## src/hdl/uut_monitor_pkg.sv

```systemverilog
// uut_monitor_pkg: constants shared by the bus status monitor and its helpers.
// assumes the host command port delivers whole words in one clock.
package uut_monitor_pkg;
    // status word bit positions
    localparam int STS_HALT = 0;
    localparam int STS_BREQ = 1;
    localparam int STS_BUS_GRANT_ACK_N = 2;
    localparam int STS_BUS_ERROR_N = 3;
    localparam int STS_RESET = 4;
    localparam int STS_PAV = 5;
    localparam int STS_DATA_TRANSFER_ACK_N = 6;
    localparam int STS_PWRFAIL = 7;
    localparam int STS_IRQ_PRIORITY_BIT0_N = 8;
    localparam int STS_IPL1 = 9;
    localparam int STS_IRQ_PRIORITY_BIT2_N = 10;
    localparam int STS_IVEC = 11;
    localparam int STS_NEITHER = 12;
    localparam int STS_BOTH = 13;
    localparam int STS_W = 16;
    // control word bit positions
    localparam int CTL_HALT = 0;
    localparam int CTL_VMA = 1;
    localparam int CTL_BG = 2;
    localparam int CTL_RESET = 4;
    localparam int CTL_W = 13;
    localparam int WCTL_W = 5;
    // forcing line enables: halt, bus request/ack pair
    localparam int ENA_HALT = 0;
    localparam int ENA_BRACK = 1;
    localparam int ENA_W = 2;
    // special address space: top nibble marks pod-internal commands
    localparam logic [31:0] SPECIAL_BASE = 32'hf000_0000;
    localparam logic [3:0] SPECIAL_NIBBLE = 4'hf;
    localparam logic [31:0] ADDR_RESET_CMD = 32'hf000_000a;
    localparam logic [31:0] ADDR_FORCE_MASK = 32'hf000_0010;
    localparam logic [31:0] ADDR_FORCE_ENA = 32'hf000_0012;
    localparam logic [31:0] ADDR_STATUS = 32'hf000_0014;
    localparam logic [31:0] ADDR_TRAP_CFG = 32'hf000_0016;
    localparam logic [31:0] ADDR_WRITE_CTL = 32'hf000_0018;
    localparam logic [31:0] ADDR_CTL_FAULT = 32'hf000_001a;
    // timing
    localparam int CLK_PERIOD_NS = 10;
    localparam int BUS_CYCLE_NS = 400;
    localparam int WCTL_CYCLES = BUS_CYCLE_NS / CLK_PERIOD_NS;
    localparam int RESET_PULSE_NS = 100000;
    localparam int RESET_CYCLES_DFLT = RESET_PULSE_NS / CLK_PERIOD_NS;
    localparam int CNT_W = 16;
    localparam logic [WCTL_W-1:0] WCTL_IDLE = 5'h1f;
    typedef enum logic [1:0] {
        PULSE_IDLE = 2'b00,
        PULSE_SHORT = 2'b01,
        PULSE_LONG = 2'b10
    } pulse_state_type;
endpackage : uut_monitor_pkg

```

## src/hdl/ack_capture_if.sv

```systemverilog
// ack_capture_if: acknowledge sampling between the top and its capture helper.
// assumes one clock domain.
`timescale 1ns/10ps
interface ack_capture_if;
    logic cycleEnd;
    logic dtackSeen;
    logic pavSeen;
    logic pavAtEnd;
    logic bothAck;
    logic neitherAck;
    logic vmaFault;
    modport top (output cycleEnd, dtackSeen, pavSeen, pavAtEnd,
                 input bothAck, neitherAck, vmaFault);
    modport cap (input cycleEnd, dtackSeen, pavSeen, pavAtEnd,
                 output bothAck, neitherAck, vmaFault);
endinterface : ack_capture_if

```

## src/hdl/uut_bus_status_monitor.sv

```systemverilog
// uut_bus_status_monitor: status word, forcing line classing and control line forcing
// for a test pod standing in for the target processor.
// assumes host commands arrive as one-clock strobes with address and data.
`timescale 1ns/10ps
module uut_bus_status_monitor
    import uut_monitor_pkg::*;
#(
    parameter int RESET_CYCLES = RESET_CYCLES_DFLT
)
(
    input wire logic clk,
    input wire logic nrst,
    input wire logic ce,
    // host command port
    input wire logic cmdValid,
    input wire logic cmdWrite,
    input wire logic [31:0] cmdAddr,
    input wire logic [15:0] cmdData,
    output logic [15:0] rdData,
    output logic uutCycleStart,
    // target bus inputs
    input wire logic data_transfer_ack_n,
    input wire logic peripheral_addr_valid_n,
    input wire logic address_strobe_n,
    input wire logic halt_in_n,
    input wire logic bus_request_n,
    input wire logic bus_grant_ack_n,
    input wire logic bus_error_n,
    input wire logic reset_in_n,
    input wire logic irq_priority_bit0_n,
    input wire logic irq_priority_bit1_n,
    input wire logic irq_priority_bit2_n,
    input wire logic powerFail,
    input wire logic vectorReady,
    input wire logic [CTL_W-1:0] ctlDriveFault,
    // to the pod processor
    output logic cpuHalt_n,
    output logic cpuBusRequest_n,
    output logic cpuBusGrantAck_n,
    output logic [2:0] cpuIrq_n,
    output logic vectorCollect,
    // forced control lines: level and output enable
    output logic halt_out_n,
    output logic halt_oe,
    output logic valid_memory_addr_n,
    output logic vma_oe,
    output logic bus_grant_n,
    output logic bus_grant_oe,
    output logic reset_out_n,
    output logic reset_oe,
    // reports
    output logic activeForceLine,
    output logic activeInterrupt,
    output logic ackError,
    output logic [CTL_W-1:0] control_line_fault_report
);
    ////////////////////////////////////////////////////////////////////////////
    // configuration held from host writes

    logic [ENA_W-1:0] lineEnable, next_lineEnable;
    logic [STS_W-1:0] forceMask, next_forceMask;
    logic intEnable, next_intEnable;
    logic intTrap, next_intTrap;
    logic special;
    logic wrStrobe, rdStrobe;

    // top nibble marks a pod command; it never reaches the target bus
    assign special = (cmdAddr[31:28] == SPECIAL_NIBBLE);
    assign wrStrobe = cmdValid && cmdWrite && special;
    assign rdStrobe = cmdValid && !cmdWrite && special;

    always_comb begin
        next_lineEnable = lineEnable;
        next_forceMask = forceMask;
        next_intEnable = intEnable;
        next_intTrap = intTrap;
        if (wrStrobe && cmdAddr == ADDR_FORCE_ENA) begin
            next_lineEnable = cmdData[ENA_W-1:0];
        end
        if (wrStrobe && cmdAddr == ADDR_FORCE_MASK) begin
            next_forceMask = cmdData;
        end
        if (wrStrobe && cmdAddr == ADDR_TRAP_CFG) begin
            next_intEnable = cmdData[0];
            next_intTrap = cmdData[1];
        end
    end

    always_ff @(posedge clk) begin
        if (!nrst) begin
            lineEnable <= '0;
            forceMask <= '0;
            intEnable <= 1'b0;
            intTrap <= 1'b0;
        end else if (ce) begin
            lineEnable <= next_lineEnable;
            forceMask <= next_forceMask;
            intEnable <= next_intEnable;
            intTrap <= next_intTrap;
        end
    end

    ////////////////////////////////////////////////////////////////////////////
    // target cycle tracking: ack seen during strobe, sampled at strobe rise

    logic strobePrev, next_strobePrev;
    logic dtackSeen, next_dtackSeen;
    logic pavSeen, next_pavSeen;
    logic pavLast, next_pavLast;
    ack_capture_if acq();

    always_comb begin
        next_strobePrev = address_strobe_n;
        next_dtackSeen = dtackSeen;
        next_pavSeen = pavSeen;
        next_pavLast = pavLast;
        if (!address_strobe_n) begin
            next_dtackSeen = dtackSeen || !data_transfer_ack_n;
            next_pavSeen = pavSeen || !peripheral_addr_valid_n;
            next_pavLast = !peripheral_addr_valid_n;
        end
        if (acq.cycleEnd) begin
            next_dtackSeen = 1'b0;
            next_pavSeen = 1'b0;
        end
    end

    always_ff @(posedge clk) begin
        if (!nrst) begin
            strobePrev <= 1'b1;
            dtackSeen <= 1'b0;
            pavSeen <= 1'b0;
            pavLast <= 1'b0;
        end else if (ce) begin
            strobePrev <= next_strobePrev;
            dtackSeen <= next_dtackSeen;
            pavSeen <= next_pavSeen;
            pavLast <= next_pavLast;
        end
    end

    // cycle ends where strobe goes high; peripheral-valid is judged there from its last strobe-low level
    assign acq.cycleEnd = !strobePrev && address_strobe_n;
    assign acq.dtackSeen = dtackSeen;
    assign acq.pavSeen = pavSeen;
    // level at the last strobe-low edge: a good target drops the line with the strobe
    assign acq.pavAtEnd = pavLast;

    ack_capture ackCap (
        .clk(clk),
        .nrst(nrst),
        .ce(ce),
        .acq(acq)
    );

    ////////////////////////////////////////////////////////////////////////////
    // status word and forcing line classing

    logic [STS_W-1:0] status, forcing, userEna;
    logic [STS_W-1:0] next_rdData;
    logic pulseBusy;
    logic [WCTL_W-1:0] lineLevel;

    always_comb begin
        status = '0;
        status[STS_HALT] = halt_in_n;
        status[STS_BREQ] = bus_request_n;
        status[STS_BUS_GRANT_ACK_N] = bus_grant_ack_n;
        status[STS_BUS_ERROR_N] = bus_error_n;
        status[STS_RESET] = reset_in_n;
        status[STS_PAV] = peripheral_addr_valid_n;
        status[STS_DATA_TRANSFER_ACK_N] = data_transfer_ack_n;
        status[STS_PWRFAIL] = powerFail;
        status[STS_IRQ_PRIORITY_BIT0_N] = irq_priority_bit0_n;
        status[STS_IPL1] = irq_priority_bit1_n;
        status[STS_IRQ_PRIORITY_BIT2_N] = irq_priority_bit2_n;
        status[STS_IVEC] = vectorReady && intEnable;
        status[STS_NEITHER] = acq.neitherAck;
        status[STS_BOTH] = acq.bothAck;
        // asserted forcing lines, as active-high flags
        forcing = '0;
        forcing[STS_HALT] = !halt_in_n;
        forcing[STS_BREQ] = !bus_request_n;
        forcing[STS_BUS_GRANT_ACK_N] = !bus_grant_ack_n;
        forcing[STS_BUS_ERROR_N] = !bus_error_n;
        forcing[STS_RESET] = !reset_in_n;
        forcing[STS_NEITHER] = acq.neitherAck;
        forcing[STS_BOTH] = acq.bothAck;
        // enabled lines drop out of the class; bus error and reset never do
        userEna = '0;
        userEna[STS_HALT] = lineEnable[ENA_HALT];
        userEna[STS_BREQ] = lineEnable[ENA_BRACK];
        userEna[STS_BUS_GRANT_ACK_N] = lineEnable[ENA_BRACK];
        next_rdData = rdData;
        if (rdStrobe) begin
            case (cmdAddr)
                ADDR_STATUS: next_rdData = status;
                ADDR_CTL_FAULT: next_rdData = 16'(control_line_fault_report);
                ADDR_FORCE_MASK: next_rdData = forceMask;
                default: next_rdData = 16'h0000;
            endcase
        end
    end

    always_ff @(posedge clk) begin
        if (!nrst) begin
            rdData <= '0;
            uutCycleStart <= 1'b0;
            cpuHalt_n <= 1'b1;
            cpuBusRequest_n <= 1'b1;
            cpuBusGrantAck_n <= 1'b1;
            cpuIrq_n <= 3'h7;
            vectorCollect <= 1'b0;
            activeForceLine <= 1'b0;
            activeInterrupt <= 1'b0;
            ackError <= 1'b0;
            control_line_fault_report <= '0;
        end else if (ce) begin
            rdData <= next_rdData;
            uutCycleStart <= cmdValid && !special;
            // disabled lines are blocked but still sampled above
            cpuHalt_n <= lineEnable[ENA_HALT] ? halt_in_n : 1'b1;
            cpuBusRequest_n <= lineEnable[ENA_BRACK] ? bus_request_n : 1'b1;
            cpuBusGrantAck_n <= lineEnable[ENA_BRACK] ? bus_grant_ack_n : 1'b1;
            cpuIrq_n <= intEnable ? {irq_priority_bit2_n, irq_priority_bit1_n,
                                     irq_priority_bit0_n} : 3'h7;
            vectorCollect <= intEnable && vectorReady;
            // pod-generated ack bits report only through the mask
            activeForceLine <= |(forcing & ~userEna
                                 & ~(16'h0001 << STS_BOTH) & ~(16'h0001 << STS_NEITHER))
                               || (acq.neitherAck && forceMask[STS_NEITHER]);
            ackError <= acq.bothAck && forceMask[STS_BOTH];
            activeInterrupt <= intTrap && !(irq_priority_bit0_n && irq_priority_bit1_n
                                            && irq_priority_bit2_n);
            control_line_fault_report <= ctlDriveFault
                                         | (CTL_W'(acq.vmaFault) << CTL_VMA);
        end
    end

    ////////////////////////////////////////////////////////////////////////////
    // control line forcing; host pattern is levels, 0 drives low

    logic startShort, startLong;
    assign startShort = wrStrobe && cmdAddr == ADDR_WRITE_CTL;
    assign startLong = wrStrobe && cmdAddr == ADDR_RESET_CMD;

    line_pulser pulser (
        .clk(clk),
        .nrst(nrst),
        .ce(ce),
        .startShort(startShort),
        .startLong(startLong),
        .pattern(cmdData[WCTL_W-1:0]),
        .longCycles(CNT_W'(RESET_CYCLES)),
        .lineLevel(lineLevel),
        .busy(pulseBusy)
    );

    // registered inside the pulser; enables follow the driven-low bits
    assign halt_out_n = lineLevel[CTL_HALT];
    assign valid_memory_addr_n = lineLevel[CTL_VMA];
    assign bus_grant_n = lineLevel[CTL_BG];
    assign reset_out_n = lineLevel[CTL_RESET];
    assign halt_oe = !lineLevel[CTL_HALT];
    assign vma_oe = !lineLevel[CTL_VMA];
    assign bus_grant_oe = !lineLevel[CTL_BG];
    assign reset_oe = !lineLevel[CTL_RESET];
endmodule : uut_bus_status_monitor

```

## src/hdl/ack_capture.sv

```systemverilog
// ack_capture: latches the acknowledge condition bits at each target cycle end.
// assumes seen-flags are accumulated over the cycle by the caller.
`timescale 1ns/10ps
module ack_capture
    import uut_monitor_pkg::*;
(
    input wire logic clk,
    input wire logic nrst,
    input wire logic ce,
    ack_capture_if.cap acq
);
    logic bothAck, neitherAck, vmaFault;
    logic next_bothAck, next_neitherAck, next_vmaFault;

    always_comb begin
        next_bothAck = bothAck;
        next_neitherAck = neitherAck;
        next_vmaFault = vmaFault;
        if (acq.cycleEnd) begin
            next_bothAck = acq.dtackSeen && acq.pavSeen;
            next_neitherAck = !acq.dtackSeen && !acq.pavSeen;
            // slow peripheral cycle begun but valid line gone at strobe rise
            next_vmaFault = acq.pavSeen && !acq.pavAtEnd;
        end
    end

    always_ff @(posedge clk) begin
        if (!nrst) begin
            bothAck <= 1'b0;
            neitherAck <= 1'b0;
            vmaFault <= 1'b0;
        end else if (ce) begin
            bothAck <= next_bothAck;
            neitherAck <= next_neitherAck;
            vmaFault <= next_vmaFault;
        end
    end

    assign acq.bothAck = bothAck;
    assign acq.neitherAck = neitherAck;
    assign acq.vmaFault = vmaFault;
endmodule : ack_capture

```

## src/hdl/line_pulser.sv

```systemverilog
// line_pulser: drives selected control lines low for a fixed span, then releases.
// assumes start is a one-clock request; a new start while busy is ignored.
`timescale 1ns/10ps
module line_pulser
    import uut_monitor_pkg::*;
(
    input wire logic clk,
    input wire logic nrst,
    input wire logic ce,
    input wire logic startShort,
    input wire logic startLong,
    input wire logic [WCTL_W-1:0] pattern,
    input wire logic [CNT_W-1:0] longCycles,
    output logic [WCTL_W-1:0] lineLevel,
    output logic busy
);
    pulse_state_type state, next_state;
    logic [CNT_W-1:0] count, next_count;
    logic [WCTL_W-1:0] next_lineLevel;

    always_comb begin
        next_state = state;
        next_count = count;
        next_lineLevel = lineLevel;
        case (state)
            PULSE_IDLE: begin
                if (startLong) begin
                    next_state = PULSE_LONG;
                    next_count = longCycles;
                    next_lineLevel = WCTL_IDLE;
                    next_lineLevel[CTL_RESET] = 1'b0;
                end else if (startShort) begin
                    next_state = PULSE_SHORT;
                    next_count = CNT_W'(WCTL_CYCLES);
                    next_lineLevel = pattern;
                end
            end
            PULSE_SHORT, PULSE_LONG: begin
                if (count <= 16'h0001) begin
                    next_state = PULSE_IDLE;
                    next_lineLevel = WCTL_IDLE;
                end else begin
                    next_count = count - 16'h0001;
                end
            end
            default: begin
                next_state = PULSE_IDLE;
                next_lineLevel = WCTL_IDLE;
            end
        endcase
    end

    always_ff @(posedge clk) begin
        if (!nrst) begin
            state <= PULSE_IDLE;
            count <= '0;
            lineLevel <= WCTL_IDLE;
            busy <= 1'b0;
        end else if (ce) begin
            state <= next_state;
            count <= next_count;
            lineLevel <= next_lineLevel;
            busy <= (next_state != PULSE_IDLE);
        end
    end
endmodule : line_pulser

```

## config.mk

```make
export PLATFORM = sky130hd
export DESIGN_NAME = uut_bus_status_monitor
export DESIGN_NICKNAME = d
export VERILOG_FILES = /design/src/hdl/uut_monitor_pkg.sv /design/src/hdl/ack_capture_if.sv /design/src/hdl/uut_bus_status_monitor.sv /design/src/hdl/ack_capture.sv /design/src/hdl/line_pulser.sv
export SDC_FILE = /design/constraint.sdc
export NUM_CORES = 1
export LEC_CHECK = 0
export BUFFER_PORTS_ARGS = -buffer_cell sky130_fd_sc_hd__buf_2
export CORE_UTILIZATION = 30
export DETAILED_ROUTE_END_ITERATION = 8
export PLACE_DENSITY = 0.6
export SETUP_SLACK_MARGIN = 0.15
export SYNTH_ARGS = -nofsm -noshare
export SYNTH_HDL_FRONTEND = slang
export SYNTH_SLANG_ARGS = --single-unit
```

## constraint.sdc

```tcl
create_clock -name clk -period 6.7 [get_ports clk]
set_input_delay 0.67 -clock clk [delete_from_list [all_inputs] [get_ports clk]]
set_output_delay 0.67 -clock clk [all_outputs]
set_load 0.02 [all_outputs]
```

# Yosys cells after proc, flatten, opt, wreduce, memory -nomap -nowiden
# Index checks and enable logic that the tools add are counted.
[totals] elab_cells=120 register_bits=90 inputBits=79 output_inout_bits=48
[classes] bitwise_logic=4 n_addsub=1 n_eq_ne=14 order_cmp=1 mux=21 reduce_logical=54
[ops] operator="$eq A32 B32 Y1 const B" n=7
[ops] operator="$mux W16" n=3
[ops] operator="$pmux W16 S3" n=1
[ops] operator="$pmux W16 S2" n=1
[ops] operator="$logic_and A1 B1 Y1" n=20
[ops] operator="$logic_not A1 Y1" n=18
[ops] operator="$and A14 B16 Y16" n=1
[ops] operator="$le A16 B1 Y1 const B" n=1
[ops] operator="$not A3 Y16" n=1
[ops] operator="$sub A16 B1 Y16 const B" n=1
[ops] operator="$mux W5" n=3
[ops] operator="$reduce_and A2 Y1" n=7
[ops] operator="$reduce_or A14 Y1" n=1
[ops] operator="$or A13 B2 Y13" n=1
[ops] operator="$pmux W5 S2" n=1
[ops] operator="$mux W1" n=7
[ops] operator="$mux W2" n=3
[ops] operator="$eq A4 B4 Y1 const B" n=1
[ops] operator="$ne A2 B1 Y1 const B" n=2
[ops] operator="$pmux W2 S2" n=1
[ops] operator="$reduce_and A4 Y1" n=1
[ops] operator="$logic_or A1 B1 Y1" n=3
[ops] operator="$mux W3" n=1
[ops] operator="$ne A3 B1 Y1 const B" n=1
[ops] operator="8 further kinds" n=8

# Longest topological paths before layout
[logic_depth] ltp_word=6 depth_mapped=9 mapped_depth_nobuf=7

# Hierarchy
# A second synthesis with hierarchy kept.
[hier_totals] cells_unflattened=530 area_unflattened_um2=4539.4
[modules_own_cells] mod="uut_bus_status_monitor" cells_each=329 area_each_um2=2845.2 seq_area_each_um2=1281.2 n_inst=1
[modules_own_cells] mod="line_pulser" cells_each=189 area_each_um2=1557.7 seq_area_each_um2=480.5 n_inst=1
[modules_own_cells] mod="ack_capture" cells_each=12 area_each_um2=136.4 seq_area_each_um2=60.1 n_inst=1

# Least setup slack after synthesis
# Ideal clock, no wire load.
[synth_path] kind="input-to-reg" from="input port cmdAddr[16]" to="register forceMask[0]" arrival_time_ns=2.479 setup_ns=0.128 cell_stages=7 path_slack_ns=4.094 cell_sequence="nor4_1 nand3_1 or4b_4 nor3_4 buf_6 mux2i_1 nor2_1"
[synth_between] elab_chain_len=3
[synth_lines] item="start, declared" line_no="uut_bus_status_monitor.sv:17" text="input wire logic [31:0] cmdAddr,"
[synth_lines] item="$eq A32 B32 Y1" line_no="uut_bus_status_monitor.sv:80" text="if (wrStrobe && cmdAddr == ADDR_FORCE_MASK) begin"
[synth_lines] item="$logic_and A1 B1 Y1" line_no="uut_bus_status_monitor.sv:80"
[synth_lines] item="$reduce_and A2 Y1 (no line)"
[synth_lines] item="end signal, assigned" line_no="uut_bus_status_monitor.sv:97" text="forceMask <= next_forceMask;"
[synth_lines] item="end, declared" line_no="uut_bus_status_monitor.sv:61" text="logic [STS_W-1:0] forceMask, next_forceMask;"
# No other way between the ends.
# A chain may end at the register's enable or synchronous reset.

# Worst setup path in the final report
[layout_path] from="input port ce" to="register pulser.count[8]"
[layout_between] elab_chain_len=1
[layout_lines] item="start, declared" line_no="uut_bus_status_monitor.sv:13" text="input wire logic ce,"
[layout_lines] item="$reduce_and A4 Y1 (no line)"
[layout_lines] item="end signal, assigned" line_no="line_pulser.sv:61" text="count <= next_count;"
[layout_lines] item="end, declared" line_no="line_pulser.sv:18" text="logic [CNT_W-1:0] count, next_count;"
# No other way between the ends.

==> flow_metrics.env <==
export IMPL_crit_path_start_kind="input port"
export IMPL_ys_warn_count=0
export IMPL_cts_buffers=9
export IMPL_rows=42
export IMPL_cp_slowest_stage_delay_ns=0.65
export IMPL_p_sw_mw=0.2875
export IMPL_postSynthCellCount=476
export IMPL_hold_path_class="register to register"
export IMPL_cts_resized=0
export IMPL_grt_overflow_total=0
export IMPL_syn_to_final_growth_pct=25.01
export IMPL_crit_cells=7
export IMPL_ys_flop_type="dfxtp_1"
export IMPL_p_sw_share_pct=25.65
export IMPL_synth_edf_count=0
export IMPL_synth_seq_area_share_pct=42.61
export IMPL_fmax_ghz=0.2645
export IMPL_rsz0062_at_grt="no"
export IMPL_first_global_vias=3877
export IMPL_ctsRootBufferMaster="clkbuf_16"
export IMPL_worstPathCellList="buf_2, inv_1, or3_4, nor4_2, nand3b_1, and2_1, o32ai_1"
export IMPL_die_w_um=120.1
export IMPL_gr_usage_all_layers_pct=16.96
export IMPL_clk_pin_slew_ns=0.07
export IMPL_cp_top_family="simple AND/OR/NAND/NOR gates"
export IMPL_criticalPathCategory="input port to register"
export IMPL_holdPathStages=2
export IMPL_wl_per_cell_um=15.32
export IMPL_ir_drop_uv=107.1
export IMPL_end_kind="register"
export IMPL_hold_buffers=0
export IMPL_ys_ff_latch=89
export IMPL_dpl_cell_area_mm2=0.004932
export IMPL_worst_pin_slew_ns=1.156
export IMPL_drt_total_wl_um=11780
export IMPL_drt_iter0_markers=184
export IMPL_grt_max_degree=55
export IMPL_numPortBuffers=126
export IMPL_grt_antenna_before_repair=0
export IMPL_vias_per_cell=5.120
export IMPL_cts_tree="built"
export IMPL_clk_path_buf_depth=2
export IMPL_drive_gt1_share_pct=30.69
export IMPL_core_area_mm2=0.01340
export IMPL_async_flop_share_pct=0
export IMPL_cp_slowest_cell="nand3b_1"
export IMPL_seq_power_share_pct=48.4
export IMPL_period_share_pct=56.42
export IMPL_syn_area_mm2=0.004182
export IMPL_p_int_mw=0.8333
export IMPL_r2r_cells=5
export IMPL_synth_fp_nets=558
export IMPL_routabilityCongestion=0.8065
export IMPL_dp_hpwl_um=8639
export IMPL_ios=127
export IMPL_synth_cell_types=55
export IMPL_power_share_clock_pct=44.1
export IMPL_syn_area_per_cell_um2=8.785
export IMPL_worstPathRequired_ns=6.94
export IMPL_n_antenna_cell=0
export IMPL_grt_first_pass_wirelength_um=19370
export IMPL_vias=3937
export IMPL_power_density_mw_per_mm2=214.4
export IMPL_clock_latency_ns=0.34
export IMPL_ant_nets=0
export IMPL_die_area_mm2=0.01441
export IMPL_start_util_pct=31.20
export IMPL_final_max_slew_viol_count=0
export IMPL_status="completed"
export IMPL_post_cts_buffers=0
export IMPL_dieHeight_um=120.1
export IMPL_cp_max_fo=35
export IMPL_fin_crit_ns=3.780
export IMPL_drc_errors=0
export IMPL_drv_cap=0
export IMPL_final_cell_area_mm2=0.005228
export IMPL_cts_sinks=89
export IMPL_dr_pass1_iters=4
export IMPL_critPathArrivalTime_ns=4.02
export IMPL_htree_num_levels=3
export IMPL_pwr_share_comb_pct=7.5
export IMPL_cp_num_buf_inv=2
export IMPL_fin_setup_tns_ns=0
export IMPL_setup_viol=0
export IMPL_nets=670
export IMPL_finalClockSkew_ns=0.006536
export IMPL_leakagePower_nw=2.183
export IMPL_slew_headroom_pct=22.67
export IMPL_finalHoldViolCount=0
==> routing by layer <==
| metal | GRT usage, % | vias up | routed length [um] |
|---|---|---|---|
| met5 | 0 | - | 0 |
| met4 | 6.250 | 0 | 190 |
| met3 | 5.228 | 15 | 692 |
| met2 | 28.56 | 106 | 5840 |
| met1 | 20.14 | 1872 | 5055 |
| li1 | - | 1944 | - |
==> kinds of logic after synthesis <==
kind of cell,share of synthesized area (%)
compound gates,16.19
xor+xnor,0.2095
fa+ha+maj,0.8978
buf+inv,4.010
flops,42.61
mux,12.63
simple gates,23.46
==> worst min-delay path: cells and delay by family, from the launching register on <==
| kind | cells | cell delay [ns] |
|---|---|---|
| flip-flops | 1 | 0.33 |
| AO/OA/AOI/OAI | 1 | 0.06 |
| AND/OR/NAND/NOR | 1 | 0.04 |
==> worst paths after layout <==
path | start | end | slack, ns
worst max-delay path | ce | pulser.count[8] | 2.92
worst min-delay path | rdData[4] | rdData[4] | 0.46
worst max register to register | pulser.state[0] | pulser.count[8] | 4.15
worst min register to register | rdData[4] | rdData[4] | 0.46
==> cell type report <==
class	instances	area [um2]
Clock buffer	9	225.2
Clock inverter	7	70.07
Fill cell	1399	8173
Inverter	14	52.55
Multi-Input combinational cell	346	2232
Sequential cell	89	1782
Tap cell	176	220.2
Timing Repair Buffer	128	645.6
==> registers in the layout, indices dropped and copies added (netlist names), 2 cells and up <==
| register | count |
|---|---|
| control_line_fault_report | 13 |
| cpuIrq_n | 3 |
| forceMask | 16 |
| lineEnable | 2 |
| pulser.count | 16 |
| pulser.lineLevel | 4 |
| pulser.state | 2 |
| rdData | 16 |
==> cells in the mapped netlist, types with 13 or more instances <==
library cell  count  area share (%)
dfxtp_1          89              43
nor2_1           62             5.6
nand2_1          54             4.8
mux2i_1          37             8.9
a21oi_1          26             3.1
clkbuf_1         22             2.0
o21ai_0          22             2.6
nand3_1          17             2.0
a22oi_1          16             2.9
mux2_2           14             3.8
inv_1            13             1.2
==> power by group through the flow <==
stage	Sequential [mW]	Combinational (mW)	Clock, mW
5_1_grt	0.543	0.0924	0.535
3_3_place_gp	0.554	0.0831	0
2_1_floorplan	0.559	0.0357	0
4_1_cts	0.542	0.0848	0.509
3_5_place_dp	0.554	0.0847	0
6_report	0.542	0.0845	0.494
==> cells in the final DEF (no fill, tap or decap), types with 4 or more instances in the layout <==
cell	netlist	layout
o21ai_0	22	22
mux2i_1	37	37
nor3b_1	5	5
or3_1	6	6
nor2_1	62	62
o22ai_1	6	6
nor4_2	6	6
clkbuf_16	0	9
mux2_2	14	14
nand3_1	17	17
nor3_1	4	4
or2_2	7	7
buf_2	2	126
inv_1	13	13
a21oi_1	26	26
o32ai_1	7	7
nand2_1	54	54
a22oi_1	16	16
dfxtp_1	89	89
o2111ai_1	4	4
==> metrics by stage <==
| step | instances | hold slack (ns) | power (mW) | worst slack (ns) | util, % |
|---|---|---|---|---|---|
| 4_1_cts | 769 | 0.4611 | 1.136 | 2.958 | 39.01 |
| 6_report | 769 | 0.4588 | 1.121 | 2.920 | 39.01 |
| 3_3_place_gp | 753 | 0.4322 | 0.6369 | 2.740 | 36.81 |
| 3_5_place_dp | 753 | 0.4435 | 0.6389 | 2.593 | 36.81 |
| 5_1_grt | 769 | 0.4883 | 1.170 | 2.688 | 39.01 |
| 2_1_floorplan | 476 | 0.4342 | 0.5951 | 4.094 | - |
No activity file was read; power rests on OpenSTA's default activity.
